### config.mk
export PLATFORM = sky130hd
export DESIGN_NAME = litdec_core
export DESIGN_NICKNAME = d
export VERILOG_FILES = /design/src/inc/litdec_pkg.sv /design/src/logic/litdec_alu.sv /design/src/logic/litdec_hold_mem.sv /design/src/logic/litdec_core.sv
export VERILOG_INCLUDE_DIRS = /design/src /design/src/inc
export SDC_FILE = /design/constraint.sdc
export NUM_CORES = 1
export LEC_CHECK = 0
export BUFFER_PORTS_ARGS = -buffer_cell sky130_fd_sc_hd__buf_2
export CORE_MARGIN = 2
export CORE_UTILIZATION = 40
export DETAILED_ROUTE_END_ITERATION = 12
export SLEW_MARGIN = 20
export SYNTH_ARGS = -nofsm -noshare
export SYNTH_HDL_FRONTEND = slang
export SYNTH_HIERARCHICAL = 1
export SYNTH_SLANG_ARGS = --single-unit
### constraint.sdc
create_clock -name mclk -period 10.2 [get_ports mclk]
set_input_delay 1.02 -clock mclk [delete_from_list [all_inputs] [get_ports mclk]]
set_output_delay 1.02 -clock mclk [all_outputs]
set_load 0.02 [all_outputs]
### src/inc/litdec_consts.svh
// constants of the literal and table instruction decoder
`ifndef LITDEC_CONSTS_SVH
`define LITDEC_CONSTS_SVH

// widths
`define LD_DATA_W 8
`define LD_FLAG_W 5
`define LD_BANK_W 4
`define LD_PTRF_W 12
`define LD_TPTR_W 21
`define LD_APB_AW 8
`define LD_HOLD_AW 3

// instruction word field boundaries
`define LD_IW_TOP 15
`define LD_OPHI_LSB 8
`define LD_TBL_LSB 2
`define LD_BANKOP_LSB 4
`define LD_PTROP_LSB 6

// reset value and status bit position
`define LD_HOLD_RST 8'hff
`define LD_BUSY_BIT 0

// opcode upper bytes of the literal group, then bank, pointer and table opcode prefixes
`define LD_OP_ADD 8'h0f
`define LD_OP_AND 8'h0b
`define LD_OP_OR 8'h09
`define LD_OP_XOR 8'h0a
`define LD_OP_RSUB 8'h08
`define LD_OP_LOAD 8'h0e
`define LD_OP_MUL 8'h0d
`define LD_OP_RET 8'h0c
`define LD_OP_BANK 12'h010
`define LD_OP_PTR1 10'h3b8
`define LD_OP_PTR2 8'hf0
`define LD_OP_PROGRAM_MEMORY_READ 14'h0002
`define LD_OP_PROGRAM_MEMORY_WRITE 14'h0003

// table pointer variants
`define LD_TV_PLAIN 2'h0
`define LD_TV_POSTINC 2'h1
`define LD_TV_POSTDEC 2'h2
`define LD_TV_PREINC 2'h3

// status flag positions
`define LD_FL_C 0
`define LD_FL_DC 1
`define LD_FL_Z 2
`define LD_FL_OV 3
`define LD_FL_N 4

// register offsets
`define LD_REG_WORK 8'h00
`define LD_REG_STAT 8'h04
`define LD_REG_BANK 8'h08
`define LD_REG_PROD 8'h0c
`define LD_REG_PTR0 8'h10
`define LD_REG_PTR1 8'h14
`define LD_REG_PTR2 8'h18
`define LD_REG_TLAT 8'h1c
`define LD_REG_TPTR 8'h20
`define LD_REG_HOLD 8'h24
`define LD_REG_BUSY 8'h28

// file addresses seen by the modify checks, and the pointer selector that names no pointer
`define LD_FA_TIMER 8'hd6
`define LD_FA_PORTA 8'h80
`define LD_FA_PORTB 8'h81
`define LD_PTR_NONE 2'h3

`endif

### src/inc/litdec_pkg.sv
// types of the literal and table instruction decoder
`include "litdec_consts.svh"

package litdec_pkg;

  typedef enum logic [2:0] {ST_FETCH, ST_NOP, ST_PTR2, ST_TBLRD2, ST_TBLWT2} litdec_state_e;

  typedef enum logic [2:0] {ALU_ADD, ALU_AND, ALU_OR, ALU_XOR, ALU_RSUB, ALU_PASS} litdec_aluop_e;

  typedef struct packed {
    litdec_state_e state;
    logic [`LD_DATA_W-1:0] work;
    logic [`LD_FLAG_W-1:0] flags;
    logic [`LD_BANK_W-1:0] bank;
    logic [2*`LD_DATA_W-1:0] prod;
    logic [2:0][`LD_PTRF_W-1:0] fptr;
    logic [1:0] ptrSel;
    logic [3:0] ptrHi;
    logic [`LD_DATA_W-1:0] tlat;
    logic [`LD_TPTR_W-1:0] tptr;
    logic [1:0] tblVar;
    logic retPulse;
    logic preClr;
    logic [31:0] prdata;
  } litdec_state_s;

endpackage

### src/logic/litdec_alu.sv
// literal arithmetic and logic unit with flag outputs
`timescale 1ns/1ps
`default_nettype none
`include "litdec_consts.svh"

module litdec_alu
(
  input wire litdec_pkg::litdec_aluop_e aluOp,
  input wire logic [`LD_DATA_W-1:0] work,
  input wire logic [`LD_DATA_W-1:0] lit,
  output logic [`LD_DATA_W-1:0] result,
  output logic [`LD_FLAG_W-1:0] flags,
  output logic [2*`LD_DATA_W-1:0] product
);

  logic [`LD_DATA_W:0] sum;
  logic [`LD_DATA_W:0] diff;
  logic [4:0] nibSum;
  localparam int MSB = `LD_DATA_W - 1;

  assign sum = {1'b0, work} + {1'b0, lit};
  assign diff = {1'b0, lit} - {1'b0, work};
  assign nibSum = {1'b0, work[3:0]} + {1'b0, lit[3:0]};
  assign product = {{`LD_DATA_W{1'b0}}, lit} * {{`LD_DATA_W{1'b0}}, work};

  always_comb
  begin
    flags = '0;
    unique case (aluOp)
      litdec_pkg::ALU_ADD:
      begin
        result = sum[`LD_DATA_W-1:0];
        flags[`LD_FL_C] = sum[`LD_DATA_W];
        flags[`LD_FL_DC] = nibSum[4];
        flags[`LD_FL_OV] = (work[MSB] == lit[MSB]) && (result[MSB] != work[MSB]);
      end
      litdec_pkg::ALU_RSUB:
      begin
        // carry and digit carry read as no-borrow
        result = diff[`LD_DATA_W-1:0];
        flags[`LD_FL_C] = ~diff[`LD_DATA_W];
        flags[`LD_FL_DC] = (lit[3:0] >= work[3:0]);
        flags[`LD_FL_OV] = (work[MSB] != lit[MSB]) && (result[MSB] != lit[MSB]);
      end
      litdec_pkg::ALU_AND: result = work & lit;
      litdec_pkg::ALU_OR: result = work | lit;
      litdec_pkg::ALU_XOR: result = work ^ lit;
      default: result = lit;
    endcase
    flags[`LD_FL_Z] = (result == '0);
    flags[`LD_FL_N] = result[MSB];
  end

endmodule // litdec_alu
`default_nettype wire

### src/logic/litdec_hold_mem.sv
// program-memory write holding registers, registered read port
`timescale 1ns/1ps
`default_nettype none
`include "litdec_consts.svh"

module litdec_hold_mem
#(
  parameter int DEPTH = 8
)
(
  input wire logic mclk,
  input wire logic resetn,
  input wire logic wrEn,
  input wire logic [`LD_HOLD_AW-1:0] wrAddr,
  input wire logic [`LD_DATA_W-1:0] wrData,
  input wire logic [`LD_HOLD_AW-1:0] rdAddr,
  output logic [`LD_DATA_W-1:0] rdData
);

  logic [`LD_DATA_W-1:0] mem_ff [DEPTH];

  // erased flash reads as all ones, so the holding bytes start there too
  for (genvar i = 0; i < DEPTH; i++)
  begin : g_entry
    always_ff @(posedge mclk or negedge resetn)
    begin
      if (!resetn)
        mem_ff[i] <= `LD_HOLD_RST;
      else if (wrEn && (wrAddr == `LD_HOLD_AW'(i)))
        mem_ff[i] <= wrData;
    end
  end

  always_ff @(posedge mclk or negedge resetn)
  begin
    if (!resetn)
      rdData <= `LD_HOLD_RST;
    else
      rdData <= mem_ff[rdAddr];
  end

endmodule // litdec_hold_mem
`default_nettype wire

### src/logic/litdec_core.sv
// literal and table instruction decoder with APB register access
// ============================================================
// Overview of operation
// - upper byte 0F adds literal to work register, sets C DC Z OV N.
// - upper byte 0B ANDs literal into work register, sets Z and N.
// - upper byte 09 ORs literal into work register, sets Z and N.
// - upper byte 0A XORs literal into work register, sets Z and N.
// - upper byte 08 stores literal minus work register, sets C DC Z OV N.
// - upper byte 0E loads literal into work register, flags untouched.
// - upper byte 0D multiplies literal by work register, flags untouched.
// - 0010k loads four-bit literal into bank selector, one cycle.
// - upper byte 0C loads literal, returns, two cycles, no flags.
// - two-word pointer load puts a 12-bit literal in chosen pointer.
// - 000008..0B table reads, four pointer variants, two cycles.
// - 00000C..0F table writes, four pointer variants, two cycles.
// - table write copies latch byte to holding register, adjusts pointer.
// - program-counter changes take two cycles, second one a no-op.
// - lone second word of two-word instruction runs as a no-op.
// - port read-modify-write takes its source from pin levels.
// - modifying timer-zero count clears its assigned prescaler.
`timescale 1ns/1ps
`default_nettype none
`include "litdec_consts.svh"

module litdec_core
#(
  parameter int HOLD_DEPTH = 8
)
(
  input wire logic mclk,
  input wire logic resetn,
  input wire logic [`LD_APB_AW-1:0] paddr,
  input wire logic psel,
  input wire logic penable,
  input wire logic pwrite,
  input wire logic [31:0] pwdata,
  output logic [31:0] prdata,
  output logic pready,
  output logic pslverr,
  input wire logic instrValid,
  input wire logic [15:0] instrWord,
  output logic instrReady,
  output logic retReq,
  output logic [`LD_TPTR_W-1:0] pmRdAddr,
  input wire logic [`LD_DATA_W-1:0] pmRdData,
  input wire logic fileOpValid,
  input wire logic fileOpModify,
  input wire logic fileOpDestFile,
  input wire logic [`LD_APB_AW-1:0] fileOpAddr,
  input wire logic prescalerAssigned,
  output logic usePinLevels,
  output logic prescalerClr
);

  // ============================================================
  // state and wires

  litdec_pkg::litdec_state_s st_ff;
  litdec_pkg::litdec_state_s nxt_st;
  litdec_pkg::litdec_aluop_e aluOp;
  logic [`LD_DATA_W-1:0] aluRes;
  logic [`LD_FLAG_W-1:0] aluFlags;
  logic [2*`LD_DATA_W-1:0] aluProd;
  logic [`LD_DATA_W-1:0] holdRd;
  logic holdWe;
  logic [`LD_DATA_W-1:0] lit;
  logic [7:0] opHi;
  logic take;
  logic apbSetup;
  logic apbWrite;
  logic addrHit;
  logic [31:0] rdVal;
  logic isPort;
  logic [1:0] tblMode;
  logic isTblRd;
  logic isTblWt;
  logic isBank;
  logic isPtrLoad;
  logic busy;
  logic [`LD_TPTR_W-1:0] tptrUp;
  logic [`LD_TPTR_W-1:0] tptrDown;

  // ============================================================
  // instruction field decode

  assign lit = instrWord[`LD_OPHI_LSB-1:0];
  assign opHi = instrWord[`LD_IW_TOP:`LD_OPHI_LSB];
  assign tblMode = instrWord[`LD_TBL_LSB-1:0];
  assign isTblRd = (instrWord[`LD_IW_TOP:`LD_TBL_LSB] == `LD_OP_PROGRAM_MEMORY_READ);
  assign isTblWt = (instrWord[`LD_IW_TOP:`LD_TBL_LSB] == `LD_OP_PROGRAM_MEMORY_WRITE);
  assign isBank = (instrWord[`LD_IW_TOP:`LD_BANKOP_LSB] == `LD_OP_BANK);
  assign isPtrLoad = (instrWord[`LD_IW_TOP:`LD_PTROP_LSB] == `LD_OP_PTR1);

  // one adder pair serves every pointer variant of both table groups
  assign tptrUp = st_ff.tptr + 1'b1;
  assign tptrDown = st_ff.tptr - 1'b1;

  // ============================================================
  // alu opcode decode

  function automatic litdec_pkg::litdec_aluop_e decodeAlu(input logic [7:0] hi);
    litdec_pkg::litdec_aluop_e op;
    op = litdec_pkg::ALU_PASS;
    unique case (hi)
      `LD_OP_ADD: op = litdec_pkg::ALU_ADD;
      `LD_OP_AND: op = litdec_pkg::ALU_AND;
      `LD_OP_OR: op = litdec_pkg::ALU_OR;
      `LD_OP_XOR: op = litdec_pkg::ALU_XOR;
      `LD_OP_RSUB: op = litdec_pkg::ALU_RSUB;
      default: op = litdec_pkg::ALU_PASS;
    endcase
    return op;
  endfunction

  assign aluOp = decodeAlu(opHi);

  litdec_alu litdec_alu_inst
  (
    .aluOp(aluOp),
    .work(st_ff.work),
    .lit(lit),
    .result(aluRes),
    .flags(aluFlags),
    .product(aluProd)
  );

  // holding read port lags a pointer change by one cycle
  litdec_hold_mem #(.DEPTH(HOLD_DEPTH)) litdec_hold_mem_inst
  (
    .mclk(mclk),
    .resetn(resetn),
    .wrEn(holdWe),
    .wrAddr(st_ff.tptr[`LD_HOLD_AW-1:0]),
    .wrData(st_ff.tlat),
    .rdAddr(st_ff.tptr[`LD_HOLD_AW-1:0]),
    .rdData(holdRd)
  );

  // ============================================================
  // apb decode

  assign apbSetup = psel & ~penable;
  assign apbWrite = psel & penable & pwrite;
  // every register answers from flops or decode, so no wait state is ever needed
  assign pready = 1'b1;
  // busy covers the flushed slot after a return and a pending second pointer word
  assign busy = (st_ff.state != litdec_pkg::ST_FETCH);

  always_comb
  begin
    addrHit = 1'b1;
    rdVal = '0;
    unique case (paddr)
      `LD_REG_WORK: rdVal[`LD_DATA_W-1:0] = st_ff.work;
      `LD_REG_STAT: rdVal[`LD_FLAG_W-1:0] = st_ff.flags;
      `LD_REG_BANK: rdVal[`LD_BANK_W-1:0] = st_ff.bank;
      `LD_REG_PROD: rdVal[2*`LD_DATA_W-1:0] = st_ff.prod;
      `LD_REG_PTR0: rdVal[`LD_PTRF_W-1:0] = st_ff.fptr[0];
      `LD_REG_PTR1: rdVal[`LD_PTRF_W-1:0] = st_ff.fptr[1];
      `LD_REG_PTR2: rdVal[`LD_PTRF_W-1:0] = st_ff.fptr[2];
      `LD_REG_TLAT: rdVal[`LD_DATA_W-1:0] = st_ff.tlat;
      `LD_REG_TPTR: rdVal[`LD_TPTR_W-1:0] = st_ff.tptr;
      `LD_REG_HOLD: rdVal[`LD_DATA_W-1:0] = holdRd;
      `LD_REG_BUSY: rdVal[`LD_BUSY_BIT] = busy;
      default: addrHit = 1'b0;
    endcase
  end

  assign pslverr = psel & penable & ~addrHit;

  // ============================================================
  // file-register modify side effects

  assign isPort = (fileOpAddr == `LD_FA_PORTA) || (fileOpAddr == `LD_FA_PORTB);
  assign usePinLevels = fileOpValid & fileOpModify & isPort;

  // ============================================================
  // sequencer

  always_comb
  begin
    nxt_st = st_ff;
    nxt_st.retPulse = 1'b0;
    nxt_st.preClr = 1'b0;
    holdWe = 1'b0;
    instrReady = 1'b0;
    take = 1'b0;

    // timer-zero modify with file destination drops the prescaler count
    if (fileOpValid && fileOpModify && fileOpDestFile && prescalerAssigned
        && (fileOpAddr == `LD_FA_TIMER))
      nxt_st.preClr = 1'b1;

    unique case (st_ff.state)
      litdec_pkg::ST_FETCH:
      begin
        instrReady = 1'b1;
        take = instrValid;
      end
      litdec_pkg::ST_NOP:
      begin
        // word fetched behind a return is flushed unexecuted
        instrReady = 1'b1;
        if (instrValid)
          nxt_st.state = litdec_pkg::ST_FETCH;
      end
      litdec_pkg::ST_PTR2:
      begin
        instrReady = 1'b1;
        if (instrValid)
        begin
          nxt_st.state = litdec_pkg::ST_FETCH;
          // selector 3 names no pointer, so that pair retires with no load
          if ((opHi == `LD_OP_PTR2) && (st_ff.ptrSel != `LD_PTR_NONE))
            nxt_st.fptr[st_ff.ptrSel] = {st_ff.ptrHi, lit};
        end
      end
      litdec_pkg::ST_TBLRD2:
      begin
        nxt_st.tlat = pmRdData;
        nxt_st.state = litdec_pkg::ST_FETCH;
        if (st_ff.tblVar == `LD_TV_POSTINC)
          nxt_st.tptr = tptrUp;
        else if (st_ff.tblVar == `LD_TV_POSTDEC)
          nxt_st.tptr = tptrDown;
      end
      litdec_pkg::ST_TBLWT2:
      begin
        // latch byte lands at the end of the second cycle
        holdWe = 1'b1;
        nxt_st.state = litdec_pkg::ST_FETCH;
        if (st_ff.tblVar == `LD_TV_POSTINC)
          nxt_st.tptr = tptrUp;
        else if (st_ff.tblVar == `LD_TV_POSTDEC)
          nxt_st.tptr = tptrDown;
      end
    endcase

    if (take)
    begin
      if (isTblRd)
      begin
        nxt_st.tblVar = tblMode;
        nxt_st.state = litdec_pkg::ST_TBLRD2;
        if (tblMode == `LD_TV_PREINC)
          nxt_st.tptr = tptrUp;
      end
      else if (isTblWt)
      begin
        nxt_st.tblVar = tblMode;
        nxt_st.state = litdec_pkg::ST_TBLWT2;
        if (tblMode == `LD_TV_PREINC)
          nxt_st.tptr = tptrUp;
      end
      else if (isBank)
        nxt_st.bank = instrWord[`LD_BANKOP_LSB-1:0];
      else if (isPtrLoad)
      begin
        nxt_st.ptrSel = instrWord[`LD_PTROP_LSB-1:`LD_BANKOP_LSB];
        nxt_st.ptrHi = instrWord[`LD_BANKOP_LSB-1:0];
        nxt_st.state = litdec_pkg::ST_PTR2;
      end
      else
      begin
        unique case (opHi)
          `LD_OP_ADD, `LD_OP_RSUB:
          begin
            nxt_st.work = aluRes;
            nxt_st.flags = aluFlags;
          end
          `LD_OP_AND, `LD_OP_OR, `LD_OP_XOR:
          begin
            nxt_st.work = aluRes;
            nxt_st.flags[`LD_FL_Z] = aluFlags[`LD_FL_Z];
            nxt_st.flags[`LD_FL_N] = aluFlags[`LD_FL_N];
          end
          `LD_OP_LOAD: nxt_st.work = lit;
          `LD_OP_MUL: nxt_st.prod = aluProd;
          `LD_OP_RET:
          begin
            nxt_st.work = lit;
            nxt_st.retPulse = 1'b1;
            nxt_st.state = litdec_pkg::ST_NOP;
          end
          // a stray second word, or any other group, retires as a no-op
          default: nxt_st.state = litdec_pkg::ST_FETCH;
        endcase
      end
    end

    // software writes win over a same-cycle instruction update
    if (apbWrite)
    begin
      unique case (paddr)
        `LD_REG_WORK: nxt_st.work = pwdata[`LD_DATA_W-1:0];
        `LD_REG_STAT: nxt_st.flags = pwdata[`LD_FLAG_W-1:0];
        `LD_REG_BANK: nxt_st.bank = pwdata[`LD_BANK_W-1:0];
        `LD_REG_PTR0: nxt_st.fptr[0] = pwdata[`LD_PTRF_W-1:0];
        `LD_REG_PTR1: nxt_st.fptr[1] = pwdata[`LD_PTRF_W-1:0];
        `LD_REG_PTR2: nxt_st.fptr[2] = pwdata[`LD_PTRF_W-1:0];
        `LD_REG_TLAT: nxt_st.tlat = pwdata[`LD_DATA_W-1:0];
        `LD_REG_TPTR: nxt_st.tptr = pwdata[`LD_TPTR_W-1:0];
        default: nxt_st.work = nxt_st.work;
      endcase
    end

    // read data is caught in the setup cycle so the access needs no wait
    if (apbSetup)
      nxt_st.prdata = rdVal;
  end

  always_ff @(posedge mclk or negedge resetn)
  begin
    if (!resetn)
    begin
      st_ff.state <= litdec_pkg::ST_FETCH;
      st_ff.work <= '0;
      st_ff.flags <= '0;
      st_ff.bank <= '0;
      st_ff.prod <= '0;
      st_ff.fptr <= '0;
      st_ff.ptrSel <= '0;
      st_ff.ptrHi <= '0;
      st_ff.tlat <= '0;
      st_ff.tptr <= '0;
      st_ff.tblVar <= '0;
      st_ff.retPulse <= 1'b0;
      st_ff.preClr <= 1'b0;
      st_ff.prdata <= '0;
    end
    else
      st_ff <= nxt_st;
  end

  // ============================================================
  // outputs

  assign prdata = st_ff.prdata;
  assign retReq = st_ff.retPulse;
  assign prescalerClr = st_ff.preClr;
  assign pmRdAddr = st_ff.tptr;

endmodule // litdec_core
`default_nettype wire

==> impl.org, run 1 <==
** Hold path
- The startpoint identified for the worst hold timing path is prdata[16]$_DFFE_PN0P_.
- The worst hold path terminates at prdata[16]$_DFFE_PN0P_.
- Along the worst hold path, the cell count comes to 2.
- Path category of the worst min-delay check :: reg2reg

** Clocking
- Hold buffer count at cts :: 0
- CTS resizes :: 0
- Number of buffers added by the clock tree synthesis step :: 24
- CTS tree :: done
- H-tree level count :: 1
- Clock tree sinks :: 204
- The cell sitting at the root of the clock tree is a sky130_fd_sc_hd__clkbuf_16.
- Buffers added to address setup during post-CTS repair amount to 0.
- Reg clk slew, reported paths :: 0.06 ns
- The clock passes through at most 3 buffers.
- Clock latency on the worst-skew pair :: 0.53 ns

** Power
- Leakage Power :: 7.308 nW
- Worst voltage drop across the vdd grid :: 0.1523 mV
- Cell area power density :: 116.9 nW/um^2

** Critical path
- Startpoint of the worst-slack reg-to-reg timing path :: st_ff[139]$_DFF_PN0_
- Counting cells, the worst reg-to-reg path comes to 16.
- Number of buffer and inverter instances along the worst setup path :: 4
- STA puts the critical path data required time at 10.60 ns.
- CP Cell Sequence :: buf_2, clkinv_1, nor2_1, fa_1, fa_1, fa_1, inv_1, fa_1, inv_1, ha_1, or3_1, and4_1, o21a_1, o21a_1, o211ai_1, xnor2_1, mux2_2
- Arrival time at the worst endpoint :: 6.00 ns
- Most used cell along the critical path :: sky130_fd_sc_hd__fa_1
- Across all register-to-register paths, the minimum setup slack is 5.06 ns.
- In this design, the largest share of critical-path delay is due to adder cells.
- Cell type of the slowest stage on the worst timing path :: sky130_fd_sc_hd__fa_1
- STA classifies the critical path startpoint as an input port.
- Slowest stage delay, CP :: 0.54 ns
- Critical-path maximum fanout :: 13
- Category of the most critical setup path :: in2reg
- Endpoint class of the critical path :: register
- Endpoint of the worst-slack reg-to-reg timing path :: st_ff[121]$_DFFE_PN0P_

** Cells and area
- Proportion of layout cells with a drive suffix above 1 :: 25.26%
- Area of the multi-input gates :: 8363 um^2
- The finished cells cover 15,950 um^2.
- After the last flow step, the layout net total stands at 1,712.
- Synth-to-Final Area Change :: 8.754%
- Count of fill cells added during filler insertion :: 3,455
- Summing all flip-flop and latch instances after layout gives 5195 um^2.
- Final core utilization :: 43.88%

** Timing
- Number of failing hold endpoints at the final stage :: 0
- Number of pins exceeding their max-slew limit in the final report :: 0
- Clock skew on the completed layout was measured at 0.02318 ns.
- For the pin with the worst max-slew slack, the measured transition is 1.073 ns.
- RSZ-0062 raised after global routing :: false
- Adding up every negative setup slack in the final design gives 0 ns.
- Final setup fails :: 0
- Measured against its own limit, the worst slew margin works out to 28.45%.
- Derived from the worst setup path, the maximum achievable clock frequency is 0.1785 GHz.
- Counting I/O delays and the setup requirement, the final critical path takes 5.604 ns.
- Of the available clock period, the critical path in the final layout requires 54.94%.

** Flow run
- Across the run, the number of max-cap violations was 0.

** Placed design
- During placement, the flow inserted port buffers numbering 117.
- RD Place Congestion :: 0.8739
- After legalization and detailed placement, the total HPWL measured 30,750 um.
- After detailed placement, the total cell area comes to 15,160 um^2.

** Global route
- The first global-routing pass estimated 66,490 um of wire.
- Global routing finished with a remaining overflow of 0.
- Number of antenna violations at the first check in global routing :: 6
- Global routing consumed, over all layers together, 22.23% of the routing resources.
- Entering global routing, the biggest net connects 86 pins.
- Vias in the first global route :: 11,399

** Route
- After detailed routing, the wire length on met1 is 18,680 um.
- For this run, the detailed router's first-pass iteration total came to 5.
- After detailed routing, the number of remaining DRC violations is 0.
- The detail route stage leaves a number of antenna-violating nets equal to 0.
- Average wire per standard cell :: 21.11 um
- The routed design uses 2018 um of met3 wire.
- Via count :: 11,418
- The highest layer touched by signal routing is met5.
- Wire length on met2 :: 20,630 um
- The first routing iteration left 757 violations.
- Via density :: 5.652
- Total detailed-routing wirelength :: 42,650 um

** Floorplan
- The die is 195.5 um tall.
- In this run the core area contains 70 standard-cell rows.
- For this configuration, the core starts out at a cell density of 40.34%.
- I/O pin cnt :: 141
- Die Footprint :: 38,210 um^2
- The die is 195.5 um wide.
- The core region is 36,350 um^2.

** Yosys
- Summed over its instances, the top area cell type makes up 22.53% of the synthesized netlist area.
- Top cell types by occurrence after synthesis :: sky130_fd_sc_hd__nand2_1 (158), sky130_fd_sc_hd__nor2_1 (133), sky130_fd_sc_hd__dfrtp_1 (132)
- Number of distinct library cells after synthesis :: 100
- Total standard cell area after synthesis :: 14,660 um^2
- Number of synthesized flops with an enable pin :: 0
- Library cell with the largest summed area after synthesis :: sky130_fd_sc_hd__dfrtp_1
- Synthesis handed over a netlist of 1,501 instances.
- In the synthesized netlist the dominant register cell turns out to be sky130_fd_sc_hd__dfrtp_1.
- Fraction of synthesis flops using an asynchronous set or reset pin :: 100.0%
- For this run, the register share of the synthesized area comes to 35.43%.
- Averaged over all synthesized cells, the footprint is 9.770 um^2.
- Yosys instantiated no cell more often than sky130_fd_sc_hd__nand2_1.
- After synthesis, the cell types taking the most area are sky130_fd_sc_hd__dfrtp_1 (23%), sky130_fd_sc_hd__dfstp_2 (13%), sky130_fd_sc_hd__mux2_2 (7.8%).
- Number of flip-flops and latches in the synthesized netlist :: 204
- Yosys warnings :: 6

** Outcome
- Outcome :: finished clean
## flip-flops by register name (all words and copies together), names as in the netlist
register                     flops
litdec_hold_mem_inst/mem_ff     64
litdec_hold_mem_inst/rdData      8
pmRdAddr                        21
prdata                          21
prescalerClr                     1
retReq                           1
st_ff                           88
## layer usage
metal / track usage (%) / up-vias
met5: 0 / -
met4: 6.333 / 4
met2: 38.11 / 294
li1: - / 5334
met3: 2.902 / 62
met1: 29.49 / 5724
## worst min-delay path, stage by stage, from the launching register on
cell and delay, ns:
sky130_fd_sc_hd__dfrtp_1 0.34, sky130_fd_sc_hd__nand2_1 0.05, sky130_fd_sc_hd__nand2_1 0.05
## cells in the final DEF (no fill, tap or decap), types with 8 or more instances in the layout
cell	Yosys	final
sky130_fd_sc_hd__nand2_1	158	158
sky130_fd_sc_hd__nor2_1	133	132
sky130_fd_sc_hd__dfrtp_1	132	132
sky130_fd_sc_hd__buf_2	33	116
sky130_fd_sc_hd__o21ai_0	105	104
sky130_fd_sc_hd__mux2_2	102	102
sky130_fd_sc_hd__inv_1	76	76
sky130_fd_sc_hd__dfstp_2	72	72
sky130_fd_sc_hd__mux2i_1	63	63
sky130_fd_sc_hd__ha_1	62	62
sky130_fd_sc_hd__a21oi_1	59	59
sky130_fd_sc_hd__fa_1	38	38
sky130_fd_sc_hd__nand3_1	28	28
sky130_fd_sc_hd__clkbuf_16	0	25
sky130_fd_sc_hd__xnor2_1	22	22
sky130_fd_sc_hd__nor3_1	21	21
sky130_fd_sc_hd__a22oi_1	20	20
sky130_fd_sc_hd__buf_4	66	17
sky130_fd_sc_hd__o21ai_1	14	15
sky130_fd_sc_hd__mux4_1	15	15
sky130_fd_sc_hd__xor2_1	12	12
sky130_fd_sc_hd__conb_1	2	12
sky130_fd_sc_hd__nor2b_1	11	11
sky130_fd_sc_hd__a31oi_1	11	11
sky130_fd_sc_hd__a211oi_1	10	10
sky130_fd_sc_hd__a221oi_1	10	10
sky130_fd_sc_hd__nand4_1	9	9
sky130_fd_sc_hd__or3_1	9	9
sky130_fd_sc_hd__and3_1	9	8
sky130_fd_sc_hd__clkbuf_1	33	8
## how the worst max path moves through the flow
stage,from,endpoint,slack [ns],cells past startpoint
after floorplan,instrWord[2],st_ff[121]$_DFFE_PN0P_,5.01,16
after global placement,instrWord[2],st_ff[122]$_DFFE_PN0P_,4.15,17
after detailed placement,instrWord[2],st_ff[122]$_DFFE_PN0P_,4.08,17
after CTS,instrWord[2],st_ff[122]$_DFFE_PN0P_,4.62,17
after global routing,instrWord[2],st_ff[121]$_DFFE_PN0P_,4.36,17
final,instrWord[2],st_ff[121]$_DFFE_PN0P_,4.60,17
## layout make-up
class / count / area share, %
antenna: 4 / 0.06276
inverter: 81 / 1.906
clock buffer: 38 / 4.543
sequential: 204 / 32.57
timing repair buffer: 134 / 4.527
clock inverter: 6 / 0.2746
multi-input combinational: 1085 / 52.44
tap: 468 / 3.672
## stage by stage
stage / cells / power (mW) / setup WS (ns) / hold slack (ns)
6_report: 2020 / 1.864 / 4.596 / 0.4609
3_3_place_gp: 1972 / 1.038 / 4.145 / 0.4482
2_1_floorplan: 1511 / 0.9659 / 5.011 / 0.4400
3_5_place_dp: 1972 / 1.041 / 4.082 / 0.4546
4_1_cts: 2016 / 1.877 / 4.625 / 0.4679
5_1_grt: 2019 / 1.936 / 4.361 / 0.4888
## power by group
group | switching, mW | internal, mW | leakage (nW)
sequential | 0.0217 | 0.820 | 2.52
combinational | 0.126 | 0.0612 | 4.42
clock | 0.348 | 0.487 | 0.376
total | 0.495 | 1.37 | 7.31
## logic make-up after synthesis
logic type      share of synthesized area (%)
compound gates                          13.85
xor+xnor                                2.031
fa+ha+maj                               10.55
buf+inv                                 7.969
flops                                   35.43
mux                                     15.44
other cells                           0.05121
simple gates                            14.69
No activity file was read; power rests on OpenSTA's default activity.
==> inputs of run 2 (changes only) <==
Settings changed: ABC_AREA set to 1.
Clock period 10.2 ns to 4.6 ns, I/O delays scaled along.
==> impl.org, run 2 <==
** Placed design
- Number of I/O port buffers :: 117 (unchanged)
- The final estimated routing congestion in global placement was 0.9147 (+4.7%).
- The setup slack after placement came to 0.04621 ns (-4.036 ns).
- The post-placement cell area is 16,660 um^2 (+9.9%).
- The instance count after placement with tap cells included came to 2,847 (+44%).
- The post-DP HPWL came to 36,940 um (+20%).

** Clocking
- The buffer levels on the longest clock path was 3 (unchanged).
- The number of CTS-inserted buffers is 25 (+4.2%).
- H-tree level count :: 1 (unchanged)
- TritonCTS built the clock tree.
- The number of post-CTS setup repair buffers came to 0 (unchanged).
- The insertion delay of the later-clocked pin in the worst-skew pair was 0.53 ns (about the same).
- The clock sink count came to 204 (unchanged).
- Reg clk slew, reported paths :: 0.06 ns (about the same)
- Clock tree synthesis selected as its root buffer the cell sky130_fd_sc_hd__clkbuf_16.

** Global route
- The via count of the first global-routing pass was 14,029 (+23%).
- The maximum number of pins on one net before global-route repair is 107 (+24%).
- Number of antenna violations at the first check in global routing :: 0 (-6)
- Leftover overflow at the end of global routing :: 0 (unchanged)
- The global routing usage summed across all routing layers is 23.97% (+1.7 points).
- First-pass GRT wire length :: 78,470 um (+18%)

** Yosys
- The synthesized area per cell is 6.911 um^2 (-29%).
- The proportion of netlist area held by the largest area contributor came to 20.83% (-1.7 points).
- The most common cell in the synthesized netlist is sky130_fd_sc_hd__nand2_1.
- Number of synthesized flops with an enable pin :: 0 (unchanged)
- The most used flip-flop cell after synthesis is sky130_fd_sc_hd__dfrtp_1.
- The count of distinct cell types in the synthesized netlist was 55 (-45%).
- The proportion of synthesized flip-flops having asynchronous set or reset is 100.0% (unchanged).
- Number of flip-flops and latches in the synthesized netlist :: 204 (unchanged)
- Of all cell types, the one taking the most synthesized area is sky130_fd_sc_hd__dfrtp_1.
- Post-Synthesis Cells :: 2,295 (+53%)
- The post-synth design cell area was 15,860 um^2 (+8.2%).
- Top cell types by occurrence after synthesis :: sky130_fd_sc_hd__nand2_1 (622), sky130_fd_sc_hd__inv_1 (370), sky130_fd_sc_hd__o21ai_0 (186)
- By area the synthesized netlist is led by sky130_fd_sc_hd__dfrtp_1 (21%), sky130_fd_sc_hd__nand2_1 (15%), sky130_fd_sc_hd__dfstp_2 (12%).
- Yosys warnings :: 6 (unchanged)
- The sequential element share of the synthesized area is 32.75% (-2.7 points).

** Timing
- The number of pins exceeding their max-slew limit in the final report was 0 (unchanged).
- The worst-case hold slack is 0.06157 ns (-0.3993 ns).
- The final-report hold violation count was 0 (unchanged).
- The final setup slack of the worst path is 0.2225 ns (-4.374 ns).
- Final setup fails :: 0 (unchanged)
- The worst max-slew margin expressed relative to the limit is 30.08% (+1.6 points).
- The sum of negative setup slack came to 0 ns (unchanged).
- Max Clock Skew :: 0.01078 ns (-0.01240 ns)
- Dividing the final minimum period by the clock period gives 95.16%.
- Fmax :: 0.2284 GHz
- Counting I/O delays and the setup requirement, the final critical path takes 4.378 ns.
- RSZ-0062 raised after global routing :: false
- Slew at the pin with the worst max-slew slack :: 1.048 ns (-0.02558 ns)

** Power
- The total leakage power came to 9.281 nW (+27%).
- The total power per unit cell area is 444.4 nW/um^2 (+280%).
- Total power :: 7.749 mW (+320%)
- The worst voltage drop across the vdd grid is 0.2884 mV (+89%).

** Critical path
- The critical path data required time was 5.01 ns (-5.59 ns).
- Category of the most critical setup path :: reg2reg
- Endpoint class of the critical path :: register
- The data arrival time of the critical path was 4.79 ns (-1.21 ns).
- The largest fanout on the critical path was 7 (-6).
- The worst setup path is launched from a register.

** Floorplan
- Die Footprint :: 41,260 um^2 (+8.0%)
- Initial Utilization :: 40.75% (+0.41 points)
- Placeable core region :: 38,920 um^2 (+7.1%)
- Die extent in y :: 203.1 um (+3.9%)
- I/O pin cnt :: 141 (unchanged)
- The floorplan row count came to 72 (+2.9%).
- Width of the die :: 203.1 um (+3.9%)

** Cells and area
- The register cell area after layout is 5197 um^2 (about the same).
- Total non-filler cell area in the finished layout :: 17,440 um^2 (+9.3%)
- The flip-flop count of the largest register after layout came to 88 (unchanged).
- Area of the multi-input gates :: 8431 um^2 (+0.81%)
- Antenna Diode Count :: 0 (-4)
- Count of fill cells added during filler insertion :: 4,113 (+19%)
- Final-stage net count :: 2,538 (+48%)
- The largest registers in the layout are st_ff (88), litdec_hold_mem_inst/mem_ff (64).
- The final core utilization came to 44.80% (+0.93 points).
- Most common library cell in the layout ignoring fill and taps :: sky130_fd_sc_hd__nand2_1
- The number of standard cells in the final layout excluding fillers came to 2,890 (+43%).
- Synth-to-Final Area Change :: 9.940%
- Most frequent cells in the layout :: sky130_fd_sc_hd__nand2_1 (622), sky130_fd_sc_hd__inv_1 (370), sky130_fd_sc_hd__o21ai_0 (185)
- Largest register by flop count :: st_ff
- The layout cell share with drive strength beyond 1 is 14.46% (-11 points).

** Flow run
- Count of max-cap constraint violations :: 0 (unchanged)

** Hold path
- The tightest min-delay check is of the in2async type.

** Route
- The starting DRC count in detailed routing came to 1,108 (+46%).
- Via count :: 14,631 (+28%)
- The first-pass detailed-route iteration total came to 6 (+1).
- Average wire per standard cell :: 17.01 um (-19%)
- Total detailed-routing wirelength :: 49,170 um (+15%)
- Post-route ant nets :: 0 (unchanged)
- The routed via count divided by cell count was 5.063 (-10%).
- The final routed DRC violation total came to 0 (unchanged).

** Outcome
- The run finished with clean final reports.
[run 2: timing repair]
action | CTS | global route
hold buffers | 0 | 0
gates resized for setup | 0 | 4
setup endpoints to repair | 0 | 4
[run 2: cells by family (layout without fill, tap and decap cells)]
family	count (synthesis)	count (layout)	synth area share [%]
other	2	12	0.04735
muxes	4	4	0.2840
AOI/OAI and AO/OA	337	337	11.52
DFF	204	204	32.75
and+or+nand+nor	1091	1091	29.49
adders and majority gates	100	100	9.688
xor gates and xnor gates	34	34	1.878
buffers and inverters	523	590	14.34
[run 2: worst paths after layout]
kind                                            start                                          end  slack [ns]  depth (start not counted)
worst max-delay path             st_ff[136]$_DFF_PN0_                       st_ff[118]$_DFFE_PN0P_        0.22                         14
worst min-delay path                           resetn                       prescalerClr$_DFF_PN0_        0.06                          1
worst max register to register   st_ff[136]$_DFF_PN0_                       st_ff[118]$_DFFE_PN0P_        0.22                         14
worst min register to register  prdata[4]$_DFFE_PN0P_                        prdata[4]$_DFFE_PN0P_        0.47                          2
max in group asynchronous                      resetn  litdec_hold_mem_inst/mem_ff[20]$_DFFE_PN1P_        3.49                          2
min in group mclk                          pwdata[12]                       pmRdAddr[12]$_DFF_PN0_        0.14                          3
[run 2: critical path: stages, from the launching register on]
cell and delay, ns:
sky130_fd_sc_hd__dfrtp_2 0.47, sky130_fd_sc_hd__ha_2 0.23, sky130_fd_sc_hd__fa_1 0.57, sky130_fd_sc_hd__fa_1 0.47, sky130_fd_sc_hd__fa_1 0.55, sky130_fd_sc_hd__inv_1 0.05
sky130_fd_sc_hd__fa_1 0.52, sky130_fd_sc_hd__inv_1 0.04, sky130_fd_sc_hd__ha_1 0.32, sky130_fd_sc_hd__a21o_1 0.20, sky130_fd_sc_hd__a21oi_1 0.16, sky130_fd_sc_hd__o21ai_0 0.14
sky130_fd_sc_hd__buf_4 0.16, sky130_fd_sc_hd__xor2_1 0.13, sky130_fd_sc_hd__mux2_2 0.26
[run 2: layout make-up]
type,count,area share (%)
clock buffers,36,4.176
clock inverters,7,0.2440
inverters,383,8.274
multi-input cells,1578,48.35
flip-flops and latches,204,29.81
well taps,518,3.717
repair buffers,164,5.432
[run 2: power breakdown]
part	internal (mW)	total, mW	switching [mW]
Combinational	1.16	3.44	2.28
Clock	1.09	1.87	0.781
Sequential	2.13	2.43	0.304
[run 2: per-layer routing]
layer	GRT usage (%)	share of wire [%]	vias up
met5	0	0	-
met4	5.162	2.2	0
met3	2.809	5.7	66
met2	38.05	44	447
met1	35.06	48	6847
li1	-	-	7271
